`src/verilog/uart_pass_pkg.sv`:
```
// Shared constants for the pass-through UART and its external partner
package uart_pass_pkg;
	localparam int unsigned CLK_HZ        = 200_000_000;
	localparam int unsigned DATA_BITS     = 8;
	localparam int unsigned STOP_BITS     = 1;
	localparam int unsigned BAUD_115200   = 115200;
	localparam int unsigned BAUD_57600    = 57600;
	localparam int unsigned BAUD_38400    = 38400;
	localparam int unsigned BAUD_19200    = 19200;
	localparam int unsigned BAUD_9600     = 9600;
	localparam int unsigned RTS_FREE_MAX  = BAUD_19200;
	localparam int unsigned AUDIO_BAUD    = BAUD_9600;
	// Baud selection codes
	localparam logic [2:0]  SEL_115200    = 3'h0;
	localparam logic [2:0]  SEL_57600     = 3'h1;
	localparam logic [2:0]  SEL_38400     = 3'h2;
	localparam logic [2:0]  SEL_19200     = 3'h3;
	localparam logic [2:0]  SEL_9600      = 3'h4;
	// Bit periods in CORE_CLK cycles
	localparam logic [15:0] DIV_115200    = 16'(CLK_HZ / BAUD_115200);
	localparam logic [15:0] DIV_57600     = 16'(CLK_HZ / BAUD_57600);
	localparam logic [15:0] DIV_38400     = 16'(CLK_HZ / BAUD_38400);
	localparam logic [15:0] DIV_19200     = 16'(CLK_HZ / BAUD_19200);
	localparam logic [15:0] DIV_9600      = 16'(CLK_HZ / BAUD_9600);
	// APB register offsets of the device end
	localparam logic [11:0] OFS_CTRL      = 12'h000;
	localparam logic [11:0] OFS_STATUS    = 12'h004;
	localparam logic [11:0] OFS_TXDATA    = 12'h008;
	localparam logic [11:0] OFS_RXDATA    = 12'h00c;
	// CTRL fields
	localparam int unsigned CTRL_TX_PIN   = 0;
	localparam int unsigned CTRL_RX_PIN   = 1;
	localparam int unsigned CTRL_RTS_PIN  = 2;
	localparam int unsigned CTRL_CTS_PIN  = 3;
	localparam int unsigned CTRL_AUDIO    = 4;
	localparam int unsigned CTRL_SIO_EN   = 5;
	localparam int unsigned CTRL_BAUD_LSB = 8;
	localparam logic [31:0] CTRL_RESET    = 32'h0000_0000;
	// STATUS fields
	localparam int unsigned ST_ENABLED    = 0;
	localparam int unsigned ST_TX_BUSY    = 1;
	localparam int unsigned ST_RX_VALID   = 2;
	localparam int unsigned ST_RX_LOST    = 3;
	localparam int unsigned ST_CFG_BAD    = 4;
	localparam int unsigned ST_TX_FULL    = 5;
	localparam int unsigned ST_RTS_HIGH   = 6;
	localparam int unsigned ST_CTS_HIGH   = 7;
	localparam int unsigned RX_DEPTH      = 8;
	localparam int unsigned RX_NEAR_FULL  = 6;

	function automatic logic [15:0] baud_div(input logic [2:0] sel);
		case (sel)
			SEL_115200: baud_div = DIV_115200;
			SEL_57600:  baud_div = DIV_57600;
			SEL_38400:  baud_div = DIV_38400;
			SEL_19200:  baud_div = DIV_19200;
			default:    baud_div = DIV_9600;
		endcase
	endfunction
endpackage
```
`src/verilog/uart_link_if.sv`:
```
// Serial link between the device UART and the external UART
`timescale 1ns/100ps
interface uart_link_if;
	logic dev_tx;
	logic dev_rts_n;
	logic ext_tx;
	logic ext_cts_n;

	modport dev (output dev_tx, output dev_rts_n, input ext_tx, input ext_cts_n);
	modport ext (input dev_tx, input dev_rts_n, output ext_tx, output ext_cts_n);
endinterface

```
`src/verilog/uart_pass_dev.sv`:
```
// Device end: APB controlled pass-through UART
`timescale 1ns/100ps

// Behaviour
// - Frames are 8 data, 1 stop, no parity
// - Baud from five selectable rates
// - Enabled only with TX and RX assigned
// - RTS and CTS individually optional
// - Bytes forwarded unchanged both ways
// - Audio mode allows only 9600 baud
// - RTS required above 19200 without audio
// - Transmit paused while CTS high
// - RTS high when receive buffer nearly full
// - Partner stops sending while RTS high
// - Partner drives CTS low when ready
// - RX to host, host bytes to TX
// - Fixed pins each GPIO or serial
// - Flow pins need serial I/O enabled
// - Transmit and receive run independently
// - Host data over shared bulk endpoint
module uart_pass_dev #(
	parameter int unsigned DEPTH     = uart_pass_pkg::RX_DEPTH,
	parameter int unsigned NEAR_FULL = uart_pass_pkg::RX_NEAR_FULL
) (
	input  wire logic        CORE_CLK,
	input  wire logic        RST_N,
	input  wire logic        CLK_EN,
	input  wire logic        PSEL,
	input  wire logic        PENABLE,
	input  wire logic        PWRITE,
	input  wire logic [11:0] PADDR,
	input  wire logic [31:0] PWDATA,
	output logic      [31:0] PRDATA,
	output logic             PREADY,
	output logic             PSLVERR,
	output logic             GPIO_TX_SEL,
	output logic             GPIO_RTS_SEL,
	uart_link_if.dev         LINK
);
	localparam int unsigned AW = $clog2(DEPTH);

	logic [31:0]   ctrl;
	logic          enabled;
	logic          rts_used;
	logic          cts_used;
	logic          cfg_bad;
	logic [15:0]   div;
	logic          wr;
	logic          rd;
	logic [1:0]    rx_sync;
	logic [1:0]    cts_sync;
	logic          tx_busy;
	logic [3:0]    tx_bit;
	logic [15:0]   tx_cnt;
	logic [9:0]    tx_shift;
	logic          tx_pend;
	logic [7:0]    tx_hold;
	logic          rx_busy;
	logic [3:0]    rx_bit;
	logic [15:0]   rx_cnt;
	logic [7:0]    rx_shift;
	logic          rx_push;
	logic          rx_lost;
	logic [7:0]    rx_mem [DEPTH];
	logic [AW-1:0] rd_ptr;
	logic [AW-1:0] wr_ptr;
	logic [AW:0]   count;
	logic          pop;

	assign enabled  = ctrl[uart_pass_pkg::CTRL_TX_PIN] & ctrl[uart_pass_pkg::CTRL_RX_PIN];
	assign rts_used = enabled & ctrl[uart_pass_pkg::CTRL_SIO_EN] & ctrl[uart_pass_pkg::CTRL_RTS_PIN];
	assign cts_used = enabled & ctrl[uart_pass_pkg::CTRL_SIO_EN] & ctrl[uart_pass_pkg::CTRL_CTS_PIN];
	assign div      = uart_pass_pkg::baud_div(ctrl[uart_pass_pkg::CTRL_BAUD_LSB +: 3]);
	// Flag settings outside the supported table
	assign cfg_bad  = (ctrl[uart_pass_pkg::CTRL_AUDIO] && div != uart_pass_pkg::DIV_9600) ||
		(!ctrl[uart_pass_pkg::CTRL_AUDIO] && !rts_used && div < uart_pass_pkg::DIV_19200);

	assign GPIO_TX_SEL  = enabled;
	assign GPIO_RTS_SEL = rts_used;

	// APB slave, zero wait states
	assign PREADY  = 1'b1;
	assign wr      = PSEL & PENABLE & PWRITE;
	assign rd      = PSEL & PENABLE & ~PWRITE;
	assign PSLVERR = PSEL & PENABLE & (PADDR != uart_pass_pkg::OFS_CTRL) &
		(PADDR != uart_pass_pkg::OFS_STATUS) & (PADDR != uart_pass_pkg::OFS_TXDATA) &
		(PADDR != uart_pass_pkg::OFS_RXDATA);
	assign pop     = CLK_EN & rd & (PADDR == uart_pass_pkg::OFS_RXDATA) & (count != '0);

	always_comb begin
		PRDATA = 32'h0000_0000;
		if (PADDR == uart_pass_pkg::OFS_CTRL) begin
			PRDATA = ctrl;
		end else if (PADDR == uart_pass_pkg::OFS_STATUS) begin
			PRDATA[uart_pass_pkg::ST_ENABLED]  = enabled;
			PRDATA[uart_pass_pkg::ST_TX_BUSY]  = tx_busy;
			PRDATA[uart_pass_pkg::ST_RX_VALID] = (count != '0);
			PRDATA[uart_pass_pkg::ST_RX_LOST]  = rx_lost;
			PRDATA[uart_pass_pkg::ST_CFG_BAD]  = cfg_bad;
			PRDATA[uart_pass_pkg::ST_TX_FULL]  = tx_pend;
			PRDATA[uart_pass_pkg::ST_RTS_HIGH] = LINK.dev_rts_n;
			PRDATA[uart_pass_pkg::ST_CTS_HIGH] = cts_sync[1];
		end else if (PADDR == uart_pass_pkg::OFS_RXDATA) begin
			// An empty buffer reads as zero rather than a stale or unwritten entry
			if (count != '0) begin
				PRDATA[8:0] = {1'b1, rx_mem[rd_ptr]};
			end
		end
	end

	always_ff @(posedge CORE_CLK or negedge RST_N) begin
		if (!RST_N) begin
			ctrl <= uart_pass_pkg::CTRL_RESET;
		end else if (CLK_EN && wr && PADDR == uart_pass_pkg::OFS_CTRL) begin
			ctrl <= PWDATA;
		end
	end

	// Pin synchronisers; RX idles high
	always_ff @(posedge CORE_CLK or negedge RST_N) begin
		if (!RST_N) begin
			rx_sync  <= 2'h3;
			cts_sync <= 2'h3;
		end else if (CLK_EN) begin
			rx_sync  <= {rx_sync[0], LINK.ext_tx};
			cts_sync <= {cts_sync[0], LINK.ext_cts_n};
		end
	end

	// Host byte holding register, one deep
	always_ff @(posedge CORE_CLK or negedge RST_N) begin
		if (!RST_N) begin
			tx_pend <= 1'b0;
			tx_hold <= 8'h00;
		end else if (CLK_EN) begin
			if (wr && PADDR == uart_pass_pkg::OFS_TXDATA && !tx_pend) begin
				tx_pend <= 1'b1;
				tx_hold <= PWDATA[7:0];
			end else if (tx_pend && !tx_busy && enabled && !(cts_used && cts_sync[1])) begin
				tx_pend <= 1'b0;
			end
		end
	end

	// Transmitter
	always_ff @(posedge CORE_CLK or negedge RST_N) begin
		if (!RST_N) begin
			tx_busy  <= 1'b0;
			tx_bit   <= 4'h0;
			tx_cnt   <= 16'h0000;
			tx_shift <= 10'h3ff;
		end else if (CLK_EN) begin
			if (!tx_busy) begin
				tx_shift <= 10'h3ff;
				if (tx_pend && enabled && !(cts_used && cts_sync[1])) begin
					tx_busy  <= 1'b1;
					tx_bit   <= 4'h0;
					tx_cnt   <= div - 16'h0001;
					tx_shift <= {1'b1, tx_hold, 1'b0};
				end
			end else if (tx_cnt != 16'h0000) begin
				tx_cnt <= tx_cnt - 16'h0001;
			end else if (tx_bit == 4'(uart_pass_pkg::DATA_BITS + uart_pass_pkg::STOP_BITS)) begin
				tx_busy <= 1'b0;
			end else begin
				tx_bit   <= tx_bit + 4'h1;
				tx_cnt   <= div - 16'h0001;
				tx_shift <= {1'b1, tx_shift[9:1]};
			end
		end
	end
	assign LINK.dev_tx = tx_shift[0];

	// Receiver, samples mid bit
	always_ff @(posedge CORE_CLK or negedge RST_N) begin
		if (!RST_N) begin
			rx_busy  <= 1'b0;
			rx_bit   <= 4'h0;
			rx_cnt   <= 16'h0000;
			rx_shift <= 8'h00;
			rx_push  <= 1'b0;
		end else if (CLK_EN) begin
			rx_push <= 1'b0;
			if (!rx_busy) begin
				if (enabled && !rx_sync[1]) begin
					rx_busy <= 1'b1;
					rx_bit  <= 4'h0;
					rx_cnt  <= {1'b0, div[15:1]};
				end
			end else if (rx_cnt != 16'h0000) begin
				rx_cnt <= rx_cnt - 16'h0001;
			end else begin
				rx_cnt <= div - 16'h0001;
				rx_bit <= rx_bit + 4'h1;
				if (rx_bit == 4'h0) begin
					rx_busy <= ~rx_sync[1];
				end else if (rx_bit <= 4'(uart_pass_pkg::DATA_BITS)) begin
					rx_shift <= {rx_sync[1], rx_shift[7:1]};
				end else begin
					rx_busy <= 1'b0;
					rx_push <= rx_sync[1];
				end
			end
		end
	end

	// Receive buffer toward the host
	always_ff @(posedge CORE_CLK or negedge RST_N) begin
		if (!RST_N) begin
			wr_ptr  <= '0;
			rd_ptr  <= '0;
			count   <= '0;
			rx_lost <= 1'b0;
		end else if (CLK_EN) begin
			if (rx_push && count != (AW+1)'(DEPTH)) begin
				wr_ptr <= wr_ptr + 1'b1;
			end
			if (pop) begin
				rd_ptr <= rd_ptr + 1'b1;
			end
			count <= count + (AW+1)'(rx_push && count != (AW+1)'(DEPTH)) - (AW+1)'(pop);
			if (rx_push && count == (AW+1)'(DEPTH)) begin
				rx_lost <= 1'b1;
			end else if (wr && PADDR == uart_pass_pkg::OFS_STATUS && PWDATA[uart_pass_pkg::ST_RX_LOST]) begin
				rx_lost <= 1'b0;
			end
		end
	end

	always_ff @(posedge CORE_CLK) begin
		if (CLK_EN && rx_push && count != (AW+1)'(DEPTH)) begin
			rx_mem[wr_ptr] <= rx_shift;
		end
	end

	always_ff @(posedge CORE_CLK or negedge RST_N) begin
		if (!RST_N) begin
			LINK.dev_rts_n <= 1'b1;
		end else if (CLK_EN) begin
			LINK.dev_rts_n <= rts_used ? (count >= (AW+1)'(NEAR_FULL)) : ~enabled;
		end
	end
endmodule

```
`src/flat_wrapper.sv`:
```
// flat-port wrapper written by rule: the top's interface ports become plain ports
module uart_pass_dev_flat 
#(
	parameter int unsigned DEPTH     = uart_pass_pkg::RX_DEPTH,
	parameter int unsigned NEAR_FULL = uart_pass_pkg::RX_NEAR_FULL
)
  (CORE_CLK, RST_N, CLK_EN, PSEL, PENABLE, PWRITE, PADDR, PWDATA, PRDATA, PREADY, PSLVERR, GPIO_TX_SEL, GPIO_RTS_SEL, LINK_dev_tx, LINK_dev_rts_n, LINK_ext_tx, LINK_ext_cts_n);
  uart_link_if LINK_i ();
  input  wire logic CORE_CLK;
  input  wire logic RST_N;
  input  wire logic CLK_EN;
  input  wire logic PSEL;
  input  wire logic PENABLE;
  input  wire logic PWRITE;
  input  wire logic [11:0] PADDR;
  input  wire logic [31:0] PWDATA;
  output logic      [31:0] PRDATA;
  output logic PREADY;
  output logic PSLVERR;
  output logic GPIO_TX_SEL;
  output logic GPIO_RTS_SEL;
  output wire logic [$bits(LINK_i.dev_tx)-1:0] LINK_dev_tx;
  output wire logic [$bits(LINK_i.dev_rts_n)-1:0] LINK_dev_rts_n;
  input wire logic [$bits(LINK_i.ext_tx)-1:0] LINK_ext_tx;
  input wire logic [$bits(LINK_i.ext_cts_n)-1:0] LINK_ext_cts_n;
  assign LINK_dev_tx = LINK_i.dev_tx;
  assign LINK_dev_rts_n = LINK_i.dev_rts_n;
  assign LINK_i.ext_tx = LINK_ext_tx;
  assign LINK_i.ext_cts_n = LINK_ext_cts_n;
  uart_pass_dev #(.DEPTH(DEPTH), .NEAR_FULL(NEAR_FULL)) u_core (.CORE_CLK(CORE_CLK), .RST_N(RST_N), .CLK_EN(CLK_EN), .PSEL(PSEL), .PENABLE(PENABLE), .PWRITE(PWRITE), .PADDR(PADDR), .PWDATA(PWDATA), .PRDATA(PRDATA), .PREADY(PREADY), .PSLVERR(PSLVERR), .GPIO_TX_SEL(GPIO_TX_SEL), .GPIO_RTS_SEL(GPIO_RTS_SEL), .LINK(LINK_i));
endmodule
```
`config.mk`:
```
export PLATFORM = sky130hd
export DESIGN_NAME = uart_pass_dev_flat
export DESIGN_NICKNAME = d
export VERILOG_FILES = /design/src/verilog/uart_pass_pkg.sv /design/src/verilog/uart_link_if.sv /design/src/verilog/uart_pass_dev.sv /design/src/flat_wrapper.sv
export SDC_FILE = /design/constraint.sdc
export NUM_CORES = 1
export LEC_CHECK = 0
export BUFFER_PORTS_ARGS = -buffer_cell sky130_fd_sc_hd__buf_2
export CAP_MARGIN = 20
export CORE_MARGIN = 5
export CORE_UTILIZATION = 35
export CTS_BUF_LIST = sky130_fd_sc_hd__clkbuf_8 sky130_fd_sc_hd__clkbuf_16
export DETAILED_ROUTE_END_ITERATION = 6
export PLACE_DENSITY = 0.61
export SYNTH_ARGS = -nofsm -noshare
export SYNTH_HDL_FRONTEND = slang
export SYNTH_SLANG_ARGS = --single-unit
```
`constraint.sdc`:
```
create_clock -name CORE_CLK -period 2.4 [get_ports CORE_CLK]
set_input_delay 0.36 -clock CORE_CLK [delete_from_list [all_inputs] [get_ports CORE_CLK]]
set_output_delay 0.36 -clock CORE_CLK [all_outputs]
set_load 0.005 [all_outputs]
```
==> metrics.txt <==
leakage=4.89 nW; H-tree levels=4; number of antenna diodes=0; Setup WS post-layout=-0.00208 ns; Placer Congestion=0.863; final WL=22.2 mm; initial antenna violation count=1; nets=956; Synth-to-Final Area Change=24.2%; most frequent cells in the layout=dfrtp_1, buf_2, buf_4; Total GRT Usage=15.7%; Clock power frac=39.2%; initial DRC count=413; die height=169 µm; top_reg_cell synth=dfrtp_1; Fillers=2297; setup tns final=-0.00208 ns; clock buffer depth=2; ys async rst share=64.6%; largest fanout on the critical path=9; share of post-route cells with drive strength above 1=35.3%; Slew Limit Headroom=59.3%; routed length on met3=1.02 mm; leading area contributor after synthesis=dfrtp_1; number of flops mapped to enable cells by yosys=64; Std-Cell Rows=58; RSZ-0062 raised after global routing=yes; final hold vios=0; crit start category=flip-flop; CTS tree=yes; Combinational Power Share=12.1%; metal1 wirelength=9.52 mm; Syn Area/Cell=12.0 µm²; Final setup viols=1; Die W=169 µm; Worst Reg-to-Reg Cells=12; Critical Path Start=u_core.rd_ptr[0]$_DFFE_PN0P_; pwr/cell area=659 mW/mm²; Period minus WS final=2.40 ns; worst vdd ir=0.000484 V; Finished Core Util=43.9%; Tightest Pin Transition=0.611 ns; sequential-to-total area share from yosys stat=55.0%; R2R setup slack=0.06 ns; Routed Antenna Nets=0; Post-route DRC=0; Worst Skew=0.0110 ns; share of the synthesized area in the top cell type=29.1%; Congestion Overflow GR=0; Worst EP required=2.04 ns; Core ar.=0.0250 mm²; final hold slack=0.127 ns; clk_lat worst skew=0.43 ns; failing checks=negative setup slack; status=complete, but fails checks; crit path kind=reg -> out; CTS buffer count=17; Vias/cell=5.26; Fmax=416 MHz; RR Startpoint=u_core.count[2]$_DFFE_PN0P_; hpwl dp=15.7 mm; YS warnings=0; I/O Pins=90; most common cell after layout, fill and taps aside=dfrtp_1; Die ar.=0.0285 mm²; Sw Share=28.1%; sw power=0.00204 W; R2R Path End=u_core.count[3]$_DFFE_PN0P_; IO buf count=88; Max-Cap Viols=0; first-pass GRT wire length=35.5 mm; Synth Register Bits=181; vias in the first global route=6468; CTS sink count=181; largest net degree at the start of global routing=74; Pint=0.00521 W; count of different cell masters after synthesis=72; Syn Inst Count=739; Initial Utilization=35.3%; CP arrival=2.04 ns; dominant cells by area after synthesis=dfrtp_1, edfxtp_1, mux2_2; Routed met2 length=11.3 mm; Highest Signal Layer=met5; Cell Area, Synth=0.00884 mm²; part of the cycle the worst path needs=100%; worst hold-check path type=in -> reg; Critical Path Sink=PRDATA[1]; Slew Viols, Final=0; Crit. End Element=primary output; 1st-pass router iterations=5; via count=6467; clock slew seen by the registers of the worst setup and hold paths=0.08 ns; root buf cell=clkbuf_16; DR WL/cell=18.1 µm; synthesized net count=809; Seq pwr share=48.6%
## critical path, stage by stage (launching register included)
cell     delay (ns)
dfrtp_2        0.43
buf_12         0.17
mux4_2         0.53
mux2i_2        0.20
o22ai_2        0.13
buf_2          0.15
## power by group through the flow
stage / Sequential (W) / Clock, W / Combinational, W
after global placement: 0.00357 / 0 / 0.000836
after floorplan: 0.00355 / 0 / 0.000485
after detailed placement: 0.00357 / 0 / 0.000848
after CTS: 0.00351 / 0.00293 / 0.000855
final: 0.00352 / 0.00284 / 0.000880
after global routing: 0.00355 / 0.00304 / 0.000995
## Yosys cell counts (all sizes together) (4+ instances only)
| cell type | instances |
|---|---|
| dfrtp | 103 |
| edfxtp | 64 |
| mux2 | 55 |
| o21ai | 49 |
| nand2 | 48 |
| nor2 | 40 |
| clkbuf | 34 |
| and2 | 27 |
| inv | 26 |
| mux2i | 24 |
| a21oi | 21 |
| ha | 17 |
| nor3 | 17 |
| o22ai | 17 |
| mux4 | 16 |
| dfstp | 14 |
| nand3 | 14 |
| nand4 | 13 |
| nor4 | 13 |
| and3 | 9 |
| a22o | 7 |
| buf | 7 |
| nand2b | 7 |
| xnor2 | 7 |
| a31oi | 6 |
| o2bb2ai | 5 |
| a211oi | 4 |
| or2 | 4 |
| or3 | 4 |
| or4 | 4 |
## stage by stage
stage | total power, W | setup WS (ns) | instance area [µm²] | instances
2_1_floorplan | 0.00404 | 0.00559 | 8860 | 739
3_3_place_gp | 0.00441 | -0.106 | 10200 | 1190
3_5_place_dp | 0.00442 | -0.220 | 10200 | 1190
4_1_cts | 0.00730 | -0.0392 | 10900 | 1223
5_1_grt | 0.00758 | -0.0832 | 11000 | 1229
6_report | 0.00724 | -0.00208 | 11000 | 1229
## timing repair
item,in CTS,in global routing
hold buffers,1,0
endpoints found under the setup margin,11,21
resized for setup,7,12
endpoints found under the hold margin,103,0
cloned,0,1
pin swaps,1,6
buffers inserted,0,5
## area by class of cell
| type | instances | area, µm² | share of cell area [%] |
|---|---|---|---|
| clock buffer | 17 | 425 | 3.87 |
| clock inverter | 15 | 199 | 1.81 |
| inverter | 26 | 97.6 | 0.888 |
| multi-input combinational | 491 | 3810 | 34.7 |
| sequential | 181 | 4870 | 44.3 |
| tap | 330 | 413 | 3.76 |
| timing repair buffer | 169 | 1170 | 10.7 |
## worst min-delay path by stage
stage | from | slack (ns) | to | depth (start not counted)
2_1_floorplan | RST_N | 0.06 | u_core.count[0]$_DFFE_PN0P_ | 0
3_3_place_gp | RST_N | 0.38 | u_core.rx_cnt[14]$_DFFE_PN0P_ | 2
3_5_place_dp | RST_N | 0.38 | u_core.rx_cnt[14]$_DFFE_PN0P_ | 2
4_1_cts | PWDATA[8] | 0.11 | u_core.ctrl[8]$_DFFE_PN0P_ | 3
5_1_grt | PWDATA[8] | 0.12 | u_core.ctrl[8]$_DFFE_PN0P_ | 3
6_report | PWDATA[8] | 0.13 | u_core.ctrl[8]$_DFFE_PN0P_ | 3
## flip-flops by register name, indices dropped and copies added (netlist names), 3 cells and up
name and count:
u_core.count 4, u_core.ctrl 32, u_core.rx_bit 4, u_core.tx_cnt 16, u_core.rx_shift 8, u_core.wr_ptr 3, u_core.rx_mem 64, u_core.rx_cnt 16
u_core.tx_shift 9, u_core.tx_hold 8, u_core.tx_bit 4, u_core.rd_ptr 3
## cell families after synthesis
group	after synthesis	synth area share [%]
muxes	95	13.8
adders and majority gates	18	2.63
and+or+nand+nor	216	13.4
xor gates and xnor gates	9	0.891
DFF	181	55.0
other	1	0.0424
buffers and inverters	67	2.90
AOI/OAI and AO/OA	152	11.3
## routing by layer
metal  vias up  global-route usage [%]
met1      3225                    20.4
met2       143                    26.5
li1       3069                       -
met5         -                       0
met3        28                    3.83
met4         2                    4.20
Note: power is estimated with default switching activity, not from simulation.
